[config.mk]
export PLATFORM = sky130hd
export DESIGN_NAME = zrc_combiner
export DESIGN_NICKNAME = d
export VERILOG_FILES = /design/src/hdl/zrc_pkg.sv /design/src/hdl/zrc_combiner.sv /design/src/hdl/zrc_nv_store.sv
export SDC_FILE = /design/constraint.sdc
export NUM_CORES = 2
export LEC_CHECK = 0
export BUFFER_PORTS_ARGS = -buffer_cell sky130_fd_sc_hd__buf_2
export CAP_MARGIN = 25
export CORE_MARGIN = 3
export CORE_UTILIZATION = 53
export DETAILED_ROUTE_END_ITERATION = 8
export PLACE_DENSITY = 0.7
export RECOVER_POWER = 100
export SLEW_MARGIN = 10
export SYNTH_ARGS = -nofsm -noshare
export SYNTH_HDL_FRONTEND = slang
export SYNTH_SLANG_ARGS = --single-unit
[constraint.sdc]
create_clock -name core_clk -period 16.3 [get_ports core_clk]
set_input_delay 2.445 -clock core_clk [delete_from_list [all_inputs] [get_ports core_clk]]
set_output_delay 2.445 -clock core_clk [all_outputs]
set_load 0.1 [all_outputs]
[src/hdl/zrc_pkg.sv]
`default_nettype none
package zrc_pkg;
    localparam int NUM_LINES = 4;
    localparam int NUM_COLS = 4;
    localparam int NUM_WIN = 16;
    localparam int NUM_TASKS = 16;
    localparam int HIT_W = 9;
    localparam int SUM_W = 13;
    localparam int DEPTH_W = 8;
    localparam int TASK_W = 4;
    localparam int ADDR_W = 8;

    // Register byte offsets
    localparam logic [ADDR_W-1:0] REG_CTRL = 8'h00;
    localparam logic [ADDR_W-1:0] REG_STATUS = 8'h04;
    localparam logic [ADDR_W-1:0] REG_CMD = 8'h08;
    localparam logic [ADDR_W-1:0] REG_LINE_CFG = 8'h0c;
    localparam logic [ADDR_W-1:0] REG_THRESH = 8'h10;
    localparam logic [ADDR_W-1:0] REG_MARK = 8'h14;
    localparam logic [ADDR_W-1:0] REG_NV_RD = 8'h18;

    // CTRL fields
    localparam int CTRL_EXT_SEL = 0;
    localparam int CTRL_SINGLE = 1;
    localparam int CTRL_TASK_LSB = 4;

    // CMD fields
    localparam int CMD_STORE = 0;
    localparam int CMD_FACTORY = 1;
    localparam int CMD_REQ = 2;
    localparam int CMD_RDBACK = 3;

    // Per-line config word layout
    localparam int LC_SUM = 0;
    localparam int LC_INV = 1;
    localparam int LC_ACT = 2;
    localparam int LC_DEPTH_LSB = 8;

    // Line select field in REG_LINE_CFG/THRESH/MARK: bits 29:28, column 27:26
    localparam int SEL_LINE_LSB = 28;
    localparam int SEL_COL_LSB = 26;
    localparam int THR_OFF_LSB = 12;

    localparam logic [DEPTH_W-1:0] DEPTH_DEF = 8'h01;
    localparam logic [DEPTH_W-1:0] DEPTH_MAX = 8'hff;
    localparam logic [HIT_W-1:0] HITS_ON_DEF = 9'h00a;
    localparam logic [HIT_W-1:0] HITS_OFF_DEF = 9'h000;

    // Mark codes per window
    typedef enum logic [1:0] {
        ZRC_MARK_NONE = 2'h0,
        ZRC_MARK_PLUS = 2'h1,
        ZRC_MARK_MINUS = 2'h2
    } zrc_mark_e;

    typedef struct packed {
        logic [NUM_WIN-1:0] present;
        logic [NUM_WIN*HIT_W-1:0] hits;
    } zrc_win_s;

    typedef struct packed {
        logic [DEPTH_W-1:0] depth;
        logic active;
        logic invert;
        logic sum_mode;
        logic [HIT_W-1:0] hits_on;
        logic [HIT_W-1:0] hits_off;
    } zrc_line_s;

    localparam int LINE_W = DEPTH_W + 3 + 2 * HIT_W;
    localparam int MARK_W = NUM_COLS * NUM_WIN * 2;
endpackage : zrc_pkg
`default_nettype wire

[src/hdl/zrc_combiner.sv]
// Our own choices: the placing of the registers and the Avalon-MM slave port.
`timescale 1ns/1ps
`default_nettype none
module zrc_combiner
    import zrc_pkg::*;
#(
    parameter int LINES = zrc_pkg::NUM_LINES
) (
    input wire logic core_clk,
    input wire logic rst_n,
    input wire logic [zrc_pkg::ADDR_W-1:0] avs_address,
    input wire logic avs_read,
    input wire logic avs_write,
    input wire logic [31:0] avs_writedata,
    output logic [31:0] avs_readdata,
    output logic avs_waitrequest,
    input wire logic trigger,
    input wire zrc_pkg::zrc_win_s win_in,
    input wire logic [2:0] task_select_inputs,
    input wire logic fieldbus_sel_valid,
    input wire logic [zrc_pkg::TASK_W-1:0] fieldbus_task,
    output logic [zrc_pkg::TASK_W-1:0] active_task,
    output logic [zrc_pkg::NUM_LINES-1:0] switching_line_1_to_4,
    output logic [7:0] fieldbus_status_byte
);
    import zrc_pkg::*;

    typedef enum logic [1:0] {
        ZRC_IDLE = 2'b00,
        ZRC_SAMPLE = 2'b01,
        ZRC_EVAL = 2'b11
    } zrc_state_e;

    zrc_state_e state_r;
    zrc_win_s win_r;
    zrc_line_s line_r [NUM_LINES];
    logic [MARK_W-1:0] mark_r [NUM_LINES];
    logic ext_sel_r, single_r, req_pend_r, shot_done_r;
    logic [TASK_W-1:0] cfg_task_r, fb_task_r, task_r;
    logic fb_seen_r;
    logic [NUM_LINES-1:0] line_out_r, raw_prev_r;
    logic [DEPTH_W-1:0] cnt_r [NUM_LINES];
    logic ack_r;
    logic [3:0] nv_idx_r;
    logic nv_we;
    logic [31:0] nv_rdata;
    logic [NUM_LINES-1:0] raw_nxt;
    logic [SUM_W-1:0] sum_nxt [NUM_LINES];
    logic [NUM_COLS-1:0] col_res [NUM_LINES];
    logic [1:0] sel_line;
    logic wr, rd;

    // A write lands on the edge that sees waitrequest low, never earlier
    assign wr = avs_write && ack_r;
    assign rd = avs_read && !ack_r;
    // One wait cycle: every access answers on the second edge
    assign avs_waitrequest = (avs_read || avs_write) && !ack_r;
    assign sel_line = avs_writedata[SEL_LINE_LSB +: 2];

    always_ff @(posedge core_clk or negedge rst_n)
    begin
        if (!rst_n)
            ack_r <= 1'b0;
        else
            ack_r <= (avs_read || avs_write) && !ack_r;
    end

    // Task selection
    always_ff @(posedge core_clk or negedge rst_n)
    begin
        if (!rst_n)
        begin
            fb_task_r <= 4'h0;
            fb_seen_r <= 1'b0;
        end
        else if (fieldbus_sel_valid)
        begin
            fb_task_r <= fieldbus_task;
            fb_seen_r <= 1'b1;
        end
    end

    always_ff @(posedge core_clk or negedge rst_n)
    begin
        if (!rst_n)
            task_r <= 4'h0;
        else if (ext_sel_r)
            // Last fieldbus choice wins over pins once the fieldbus has spoken
            task_r <= fb_seen_r ? fb_task_r : {1'b0, task_select_inputs};
        else
            task_r <= cfg_task_r;
    end
    assign active_task = task_r;

    // Configuration registers
    always_ff @(posedge core_clk or negedge rst_n)
    begin
        if (!rst_n)
        begin
            ext_sel_r <= 1'b0;
            single_r <= 1'b0;
            cfg_task_r <= 4'h0;
            for (int i = 0; i < NUM_LINES; i++)
            begin
                line_r[i] <= '{DEPTH_DEF, 1'b1, 1'b0, 1'b0, HITS_ON_DEF, HITS_OFF_DEF};
                mark_r[i] <= '0;
            end
        end
        else if (wr && avs_address == REG_CMD && avs_writedata[CMD_FACTORY])
        begin
            ext_sel_r <= 1'b0;
            single_r <= 1'b0;
            cfg_task_r <= 4'h0;
            for (int i = 0; i < NUM_LINES; i++)
            begin
                line_r[i] <= '{DEPTH_DEF, 1'b1, 1'b0, 1'b0, HITS_ON_DEF, HITS_OFF_DEF};
                mark_r[i] <= '0;
            end
        end
        else if (wr && avs_address == REG_CTRL)
        begin
            ext_sel_r <= avs_writedata[CTRL_EXT_SEL];
            single_r <= avs_writedata[CTRL_SINGLE];
            if (!ext_sel_r)
                cfg_task_r <= avs_writedata[CTRL_TASK_LSB +: TASK_W];
        end
        else if (wr && avs_address == REG_LINE_CFG)
        begin
            line_r[sel_line].sum_mode <= avs_writedata[LC_SUM];
            line_r[sel_line].invert <= avs_writedata[LC_INV];
            line_r[sel_line].active <= avs_writedata[LC_ACT];
            // Depth zero is meaningless and clamps to one
            line_r[sel_line].depth <= (avs_writedata[LC_DEPTH_LSB +: DEPTH_W] == '0) ?
                DEPTH_DEF : avs_writedata[LC_DEPTH_LSB +: DEPTH_W];
        end
        else if (wr && avs_address == REG_THRESH)
        begin
            line_r[sel_line].hits_on <= avs_writedata[0 +: HIT_W];
            line_r[sel_line].hits_off <= avs_writedata[THR_OFF_LSB +: HIT_W];
        end
        else if (wr && avs_address == REG_MARK)
        begin
            mark_r[sel_line][avs_writedata[SEL_COL_LSB +: 2] * (2 * NUM_WIN) +: 2 * NUM_WIN]
                <= (2 * NUM_WIN)'(avs_writedata[23:0]);
        end
    end

    // Store and read-back share the parameter memory, one word per task
    assign nv_we = wr && avs_address == REG_CMD && avs_writedata[CMD_STORE];
    always_ff @(posedge core_clk or negedge rst_n)
    begin
        if (!rst_n)
            nv_idx_r <= 4'h0;
        else if (wr && avs_address == REG_CMD && avs_writedata[CMD_RDBACK])
            nv_idx_r <= avs_writedata[CTRL_TASK_LSB +: TASK_W];
        else if (nv_we)
            nv_idx_r <= task_r;
    end

    zrc_nv_store #(.DEPTH(NUM_TASKS), .WIDTH(32), .AW(TASK_W)) u_nv (
        .core_clk(core_clk),
        .we(nv_we),
        .addr(nv_we ? task_r : nv_idx_r),
        .wdata({line_r[0].depth, line_r[1].depth, line_r[2].depth, line_r[3].depth}),
        .rdata(nv_rdata)
    );

    // Trigger sequencing
    always_ff @(posedge core_clk or negedge rst_n)
    begin
        if (!rst_n)
        begin
            req_pend_r <= 1'b0;
            shot_done_r <= 1'b0;
        end
        else
        begin
            // A request landing with the closing evaluation stays armed
            if (wr && avs_address == REG_CMD && avs_writedata[CMD_REQ])
                req_pend_r <= 1'b1;
            else if (state_r == ZRC_EVAL && single_r)
                req_pend_r <= 1'b0;
            // Done flag: the evaluation wins over a clearing request
            if (state_r == ZRC_EVAL && single_r)
                shot_done_r <= 1'b1;
            else if (wr && avs_address == REG_CMD && avs_writedata[CMD_REQ])
                shot_done_r <= 1'b0;
        end
    end

    always_ff @(posedge core_clk or negedge rst_n)
    begin
        if (!rst_n)
            state_r <= ZRC_IDLE;
        else
        begin
            unique case (state_r)
                ZRC_IDLE:
                    if (trigger && (!single_r || req_pend_r))
                        state_r <= ZRC_SAMPLE;
                ZRC_SAMPLE:
                    state_r <= ZRC_EVAL;
                ZRC_EVAL:
                    state_r <= ZRC_IDLE;
                default:
                    state_r <= ZRC_IDLE;
            endcase
        end
    end

    always_ff @(posedge core_clk or negedge rst_n)
    begin
        if (!rst_n)
            win_r <= '0;
        else if (state_r == ZRC_IDLE && trigger)
            win_r <= win_in;
    end

    // Combinational evaluation
    always_comb
    begin
        for (int l = 0; l < NUM_LINES; l++)
        begin
            sum_nxt[l] = '0;
            for (int c = 0; c < NUM_COLS; c++)
            begin
                col_res[l][c] = 1'b1;
                for (int w = 0; w < NUM_WIN; w++)
                begin
                    if (mark_r[l][(c*NUM_WIN+w)*2 +: 2] == ZRC_MARK_PLUS)
                        col_res[l][c] = col_res[l][c] & win_r.present[w];
                    else if (mark_r[l][(c*NUM_WIN+w)*2 +: 2] == ZRC_MARK_MINUS)
                        col_res[l][c] = col_res[l][c] & ~win_r.present[w];
                end
            end
            for (int w = 0; w < NUM_WIN; w++)
            begin
                if (mark_r[l][w*2 +: 2] == ZRC_MARK_PLUS)
                    sum_nxt[l] = sum_nxt[l] + SUM_W'(win_r.hits[w*HIT_W +: HIT_W]);
            end
            if (line_r[l].sum_mode)
            begin
                if (sum_nxt[l] >= SUM_W'(line_r[l].hits_on))
                    raw_nxt[l] = 1'b1;
                else if (sum_nxt[l] <= SUM_W'(line_r[l].hits_off))
                    raw_nxt[l] = 1'b0;
                else
                    raw_nxt[l] = line_out_r[l];
            end
            else
                raw_nxt[l] = (|col_res[l]) ^ line_r[l].invert;
        end
    end

    // Depth filter
    always_ff @(posedge core_clk or negedge rst_n)
    begin
        if (!rst_n)
        begin
            line_out_r <= '0;
            raw_prev_r <= '0;
            for (int l = 0; l < NUM_LINES; l++)
                cnt_r[l] <= '0;
        end
        else if (state_r == ZRC_EVAL)
        begin
            raw_prev_r <= raw_nxt;
            for (int l = 0; l < NUM_LINES; l++)
            begin
                if (!line_r[l].active)
                begin
                    line_out_r[l] <= 1'b0;
                    cnt_r[l] <= '0;
                end
                else if (raw_nxt[l] == line_out_r[l])
                    cnt_r[l] <= '0;
                else if (raw_nxt[l] != raw_prev_r[l] && cnt_r[l] != '0)
                    cnt_r[l] <= DEPTH_W'(1) == line_r[l].depth ? '0 : DEPTH_W'(1);
                else if (cnt_r[l] + DEPTH_W'(1) >= line_r[l].depth)
                begin
                    line_out_r[l] <= raw_nxt[l];
                    cnt_r[l] <= '0;
                end
                else
                    cnt_r[l] <= cnt_r[l] + DEPTH_W'(1);
            end
        end
    end
    assign switching_line_1_to_4 = line_out_r;

    always_ff @(posedge core_clk or negedge rst_n)
    begin
        if (!rst_n)
            fieldbus_status_byte <= 8'h00;
        else
            fieldbus_status_byte <= {task_r, line_out_r};
    end

    always_ff @(posedge core_clk or negedge rst_n)
    begin
        if (!rst_n)
            avs_readdata <= 32'h0;
        else if (rd)
        begin
            unique case (avs_address)
                REG_CTRL: avs_readdata <= {24'h0, cfg_task_r, 2'h0, single_r, ext_sel_r};
                REG_STATUS: avs_readdata <= {16'h0, 2'h0, shot_done_r, req_pend_r,
                    task_r, 4'h0, line_out_r};
                REG_NV_RD: avs_readdata <= nv_rdata;
                default: avs_readdata <= 32'h0;
            endcase
        end
    end

    a_single_hold: assert property (@(posedge core_clk) disable iff (!rst_n)
        (single_r && !req_pend_r) |-> ##1 (state_r != ZRC_SAMPLE))
        else $error("second analysis without request");
    a_line_only_eval: assert property (@(posedge core_clk) disable iff (!rst_n)
        (state_r != ZRC_EVAL) |=> $stable(line_out_r))
        else $error("line changed outside evaluation");
    a_sample_trig: assert property (@(posedge core_clk) disable iff (!rst_n)
        (state_r == ZRC_SAMPLE) |-> $past(trigger))
        else $error("sampled without trigger");
    a_wait_one: assert property (@(posedge core_clk) disable iff (!rst_n)
        (avs_read && avs_waitrequest) |=> !avs_waitrequest)
        else $error("bus answer late");
    a_ext_task: assert property (@(posedge core_clk) disable iff (!rst_n)
        (ext_sel_r && !fb_seen_r) |=> active_task == {1'b0, $past(task_select_inputs)})
        else $error("pin task not taken");
    a_cfg_task: assert property (@(posedge core_clk) disable iff (!rst_n)
        !ext_sel_r |=> active_task == $past(cfg_task_r))
        else $error("configured task not taken");
    a_inactive_low: assert property (@(posedge core_clk) disable iff (!rst_n)
        (state_r == ZRC_EVAL && !line_r[0].active) |=> !switching_line_1_to_4[0])
        else $error("inactive line high");
    a_sum_on: assert property (@(posedge core_clk) disable iff (!rst_n)
        (state_r == ZRC_EVAL && line_r[1].sum_mode && line_r[1].active
            && line_r[1].depth == DEPTH_DEF && sum_nxt[1] >= SUM_W'(line_r[1].hits_on))
        |=> switching_line_1_to_4[1])
        else $error("sum threshold ignored");
endmodule : zrc_combiner
`default_nettype wire

[src/hdl/zrc_nv_store.sv]
`timescale 1ns/1ps
`default_nettype none
// Parameter memory of all inspection tasks; read data come from a register
module zrc_nv_store #(
    parameter int DEPTH = 16,
    parameter int WIDTH = 32,
    parameter int AW = 4
) (
    input wire logic core_clk,
    input wire logic we,
    input wire logic [AW-1:0] addr,
    input wire logic [WIDTH-1:0] wdata,
    output logic [WIDTH-1:0] rdata
);
    logic [WIDTH-1:0] mem [DEPTH];

    always_ff @(posedge core_clk)
    begin
        if (we)
        begin
            mem[addr] <= wdata;
        end
        rdata <= mem[addr];
    end
endmodule : zrc_nv_store
`default_nettype wire

After elaboration in Yosys (flattened, before gate mapping)
Memories as Yosys holds them, arrays and structs flattened. A register that Yosys moved wholly into a read port is not among the register bits.
Cells that the tools add are included.
W data, S select, Z words.
{ "word_totals": {"latch_bits": 0, "output_inout_bits": 49, "word_cells": 1905, "n_memories": 1, "mem_bits_ro": 0, "regBits": 892, "mem_bits_rw": 512} }
{ "op_classes": {"add_sub_neg": 65, "n_eq_ne": 549, "muxes": 675, "mul": 0, "n_shift": 2, "bitwise_logic": 501, "div_mod_pow": 0, "n_lt_le_gt_ge": 14, "reduce_logical": 46} }
{ "memory_table": {"columns": ["memory", "depth", "width", "rd", "rd_ports_with_merged_regs", "write_ports", "line", "text"], "rows": [
  ["u_nv.mem", 16, 32, 1, 1, 1, "zrc_nv_store.sv:15", "logic [WIDTH-1:0] mem [DEPTH];"]
]} }
{ "op_table": {"columns": ["cell", "n"], "rows": [
  ["$mux W512", 5],
  ["$add A13 B9 Y13", 60],
  ["$mux W13", 60],
  ["$bwmux W116", 6],
  ["$mux W1", 554],
  ["$eq A2 B1 Y1 const B", 257],
  ["$eq A2 B2 Y1 const B", 257],
  ["$bwmux W512", 1],
  ["$and A1 B1 Y1", 480],
  ["$mux W116", 4],
  ["$demux W29 S2", 6],
  ["$demux W128 S2", 1],
  ["$mux W8", 17],
  ["$mux W128", 1],
  ["$shift A32 B34 Y128 const A", 1],
  ["$shiftx A32 B34 Y128", 1],
  ["$pmux W32 S3", 1],
  ["$ge A13 B9 Y1", 4],
  ["$le A13 B9 Y1", 4],
  ["$mux W9", 5],
  ["$neg A7 Y34", 1],
  ["$add A8 B1 Y8 const B", 4],
  ["$eq A1 B8 Y1 const A", 4],
  ["$ge A8 B8 Y1", 4],
  ["other kinds (31)", 114]
]} }

Longest topological paths before layout
{ "logic_depth": {"word_depth": 56, "depth_mapped": 76, "depth_no_buf": 74} }

By module
A second synthesis with hierarchy kept.
{ "unflattened": {"hier_cells": 7287, "area_unflattened_um2": 77589.4} }
{ "modules_own_cells": {"columns": ["mod", "instances", "cells_each", "seq_area_each_um2", "area_each_um2"], "rows": [
  ["zrc_combiner", 1, 6447, 18137.4, 57726.6],
  ["zrc_nv_store", 1, 840, 16015.4, 19862.8]
]} }

Worst setup path before layout
OpenSTA, ideal clock, no wires.
{ "synth_path": {"path_type": "register -> register", "start": "register mark_r[384] (netlist name)", "end": "register cnt_r[25] (netlist name)", "arrival_time_ns": 12.774, "period_less_slack_ns": 12.896, "slack_ns": 3.404, "t_required_ns": 16.178, "path_stages_with_launch": 65, "n_path_buf": 2, "path_cell_list": "dfrtp_1 nor2b_1 clkbuf_1 nand2_1 inv_1 ha_1 fa_1 a21o_1 a21oi_1 o21bai_1 a21oi_1 xnor2_1 o21ai_0 ha_1 o21a_1 o31a_1 a21oi_1 mux2_2 (+29 left out) a21boi_0 nor2_1 mux2_2 ha_1 xor2_1 mux2_2 ha_1 nand3_1 o31ai_1 nor2_1 nor4bb_1 nand2_1 or3_1 mux2i_1 nor4_1 or2_1 buf_2 a32o_1"} }
{ "synth_between": {"elab_chain_len": 56, "word_cells_on_any_way": 108} }
{ "synth_rtl": {"columns": ["item", "line", "text"], "rows": [
  ["start, declared", "zrc_combiner.sv:37", "logic [MARK_W-1:0] mark_r [NUM_LINES];"],
  ["start signal, assigned by index", "zrc_combiner.sv:106", "mark_r[i] <= '0;"],
  ["start signal, assigned by index", "zrc_combiner.sv:117", "mark_r[i] <= '0;"],
  ["parallel branches: the longest is 50 deep, another holds $add A13 B9 Y13", null, null],
  ["$mux W1 (*)", "zrc_combiner.sv:241", "if (line_r[l].sum_mode)"],
  ["$ne A1 B1 Y1", "zrc_combiner.sv:277", "else if (raw_nxt[l] != raw_prev_r[l] && cnt_r[l] != '0)"],
  ["$logic_and A1 B1 Y1", "zrc_combiner.sv:277", null],
  ["$mux W8", "zrc_combiner.sv:277", null],
  ["$mux W8 (*)", "zrc_combiner.sv:275", "else if (raw_nxt[l] == line_out_r[l])"],
  ["$mux W8 (*)", "zrc_combiner.sv:270", "if (!line_r[l].active)"],
  ["end signal, assigned by index", "zrc_combiner.sv:278", "cnt_r[l] <= DEPTH_W'(1) == line_r[l].depth ? '0 : DEPTH_W'(1);"],
  ["end signal, assigned by index", "zrc_combiner.sv:285", "cnt_r[l] <= cnt_r[l] + DEPTH_W'(1);"],
  ["end, declared", "zrc_combiner.sv:42", "logic [DEPTH_W-1:0] cnt_r [NUM_LINES];"]
]} }
Every way passes the cells marked *.
A chain may end at the register's enable or synchronous reset.

Worst setup path after layout
{ "layout_path": {"start": "register mark_r[129] (netlist name)", "end": "register cnt_r[10] (netlist name)"} }
Same word-level chain as after synthesis.

==> summary.md <==
| Metric | Value |
|---|---|
| Status | `finished, violations left` |
| Failing checks | `max-capacitance violations, max-slew violations` |
| Setup TNS Final | `0 ns` |
| Most frequent cell after synthesis | `nand2_1` |
| Share of cells above drive strength 1 | `0.09564` |
| DPL Wire Length | `between 150000 and 200000 um` |
| Power Dens Cells | `between 100 and 150 nW/um2` |
| Total GRT Usage | `0.3077` |
| TritonCTS clock tree | `yes` |
| Number of routed nets with antenna violations | `0` |
| EDFF count, synth | `around 510` |
| Max_cap viols | `44` |
| Top post-synthesis cells by area | `dfrtp_1 (23%), edfxtp_1 (20%), ha_1 (8.3%), nand2_1 (5.2%), a22o_1 (4.6%)` |
| Storage cell area | `about 34000 um2` |
| Drt first pass iters | `6` |
| Final min period | `15.38 ns` |
| RSZ-0062 raised after global routing | `false` |
| DR WL/cell | `about 24 um` |
| Non-filler cells, final | `a little over 10000` |
| Die area | `153200 um2` |
| Critical path's top delay family | `compound AO/OA/AOI/OAI gates` |
| Netlist cell types | `105` |
| Worst Path Required | `around 17 ns` |
| First-pass GRT wire length | `361100 um` |
| Number of antenna violations at the first check in global routing | `14` |
| Max-slew violations | `around 1500` |
| Crit-path max cell delay | `~0.64 ns` |
| Total CTS buffers | `approximately 140` |
| Peak VDD IR | `about 0.2 mV` |
| WL final | `about 240000 um` |
| Final Setup Violations | `0` |
| Longest Clk Path Bufs | `3` |
| Yosys top cell by area | `dfrtp_1` |
| Port bufs | `around 220` |
| Clock Latency Late Sink | `slightly below 0.8 ns` |
| CTS sink cnt | `roughly 1300` |
| Async set-reset flop share out of synthesis | `0.5710` |
| Yosys reg bits | `about 1300` |
| Met3 usage | `0.05416` |
| Synth Flop Type | `dfrtp_1` |
| Layout area overhead | `9.664%` |
| Vias | `between 60000 and 70000` |
| Syn Inst Count | `a little over 8000` |
| Vias in the first global route | `between 50000 and 60000` |
| Highest-delay cell along the critical path | `nor3_1` |
| Clock-pin transition on the worst setup and hold timing paths | `approximately 0.06 ns` |
| Mapped Area | `78730 um2` |
| Grt ovf | `0` |
| Die height | `approximately 400 um` |
| LEAKAGE | `around 38 nW` |
| Met1 Usage GRT | `0.4451` |
| Class of the most critical hold timing path | `reg2reg` |
| Synthesized Nets | `8899` |
| CP dominant cell by count | `ha_1` |
| WP buf/inv | `5` |
| Crit path kind | `reg2reg` |
| Worst-path fanout max | `11` |
| Slew headroom | `-3.422` |
| Vias per cell | `6.232` |
| Average size of a mapped cell | `9.697 um2` |
| DRT iter0 DRCs | `6696` |
| Fmax | `65.02 MHz` |
| DRC viols | `0` |
| GRT Max-Usage Layer | `met2` |
| Slew @ Worst Pin | `about 6.6 ns` |
| CTS H-Tree Depth | `4` |
| Multi-input gate area | `between 40000 and 50000 um2` |
| CP endpoint kind | `flip-flop` |
| Dpl cells | `9974` |
| Startpoint types | `flip-flop` |
| Die X | `between 300 and 400 um` |
| Filler cells | `12360` |
| Final RePlAce weighted congestion | `approximately 0.95` |
| # IOs | `about 260` |
| Pin count of the biggest net entering global routing | `175` |
| Sequential fraction of the synthesis area | `0.4338` |
| Crit path DAT | `16.05 ns` |
| Period Utilization, post-route | `0.9435` |
| Core area | `roughly 150000 um2` |
| Initial core utilization | `0.5370` |
| Clock Tree Root | `clkbuf_16` |
| Top cell type's share of synthesized area | `0.2250` |
| Final-report hold violation count | `0` |
| Site Rows | `140` |
| Synth warn | `0` |
| Met2 GRT Util | `0.4696` |
| R2r setup slk | `roughly 0.92 ns` |
| Total power draw | `slightly above 0.009 W` |
| Setup Skew | `around 0.054 ns` |
| Top cells by count, synth | `nand2_1 (1089), dfrtp_1 (708), o21ai_0 (559)` |
| Nets | `~9000` |
## sequential cells by signal, summed over array words and instances, names as in the netlist, 8 cells and up
| signal | count |
|---|---|
| line_r | 116 |
| u_nv.rdata | 32 |
| fieldbus_status_byte | 8 |
| cnt_r | 32 |
| win_r | 120 |
| avs_readdata | 32 |
| mark_r | 384 |
| u_nv.mem | 512 |
## kinds of logic (layout without fill, tap and decap cells)
| logic type | after synthesis | in the layout | synth area share |
|---|---|---|---|
| AOI/OAI and AO/OA | 2104 | 2104 | 0.1784 |
| buffers and inverters | 801 | 1005 | 0.03868 |
| xor gates and xnor gates | 344 | 344 | 0.04162 |
| other | 0 | 10 | 0 |
| adders and majority gates | 570 | 570 | 0.09469 |
| DFF | 1268 | 1268 | 0.4338 |
| and+or+nand+nor | 2708 | 2708 | 0.1671 |
| muxes | 324 | 324 | 0.04563 |
## tightest hold or removal path, cell delays in order (launching register included)
cell	delay, ns
dfxtp_1	0.29
nand2_1	0.04
o21ai_0	0.06
## path summary, 6_finish.rpt
check	to	depth (start not counted)	startpoint
max reg2reg	cnt_r[10]	61	mark_r[129]
max in group asynchronous	mark_r[486]	4	rst_n
min in group asynchronous	avs_readdata[31]	1	rst_n
min reg2reg	avs_readdata[21]	2	u_nv.rdata[21]
min	avs_readdata[21]	2	u_nv.rdata[21]
max	cnt_r[10]	61	mark_r[129]
## layer usage
layer / vias to the layer above / routed length [um]
met5: - / 0
met4: 0 / 7642
met3: 393 / 21210
met2: 2672 / 106800
met1: 31300 / 105700
li1: 29520 / -
## final cells by class
type | instances | area share
timing repair buffer | 363 | 0.02278
clock buffer | 194 | 0.04480
antenna | 10 | 0.0002898
inverter | 389 | 0.01691
clock inverter | 59 | 0.009710
sequential | 1268 | 0.3956
multi-input combinational | 6050 | 0.4821
tap | 1917 | 0.02778
## cells in the final DEF (no fill, tap or decap), drive strengths merged, types with 114 or more instances in the layout
master and instances:
ha 523, xnor2 218, a22o 417, xor2 114, nor2b 192, nand2 1089, buf 245, edfxtp 512
nand3b 122, nor2 411, inv 393, dfrtp 708, nand3 214, a21oi 461, mux2 263, clkbuf 312
o21ai 572, nand2b 202
## report_power, final
group          internal (W)  switching [W]  total, W
registers           0.00348       0.000413   0.00390
logic              0.000799        0.00121   0.00201
clock network       0.00182        0.00139   0.00321
## per-stage QoR
step	util	cell area (um2)	setup WS, ns	hold WS [ns]
after detailed placement	0.5594	82010	0.9324	0.4302
after global placement	0.5584	81860	1.220	0.4218
after global routing	0.5887	86320	0.006075	0.4619
final	0.5889	86340	0.9205	0.4356
after floorplan	-	78730	3.404	0.4175
after CTS	0.5914	86720	0.8444	0.4389
## what timing repair did
action	in CTS	in global routing
hold endpoints to repair	0	0
gates resized for setup	0	4
hold buffers	0	0
setup buffers	0	0
setup endpoints to repair	0	9
Power figures use the tool's default switching activity.
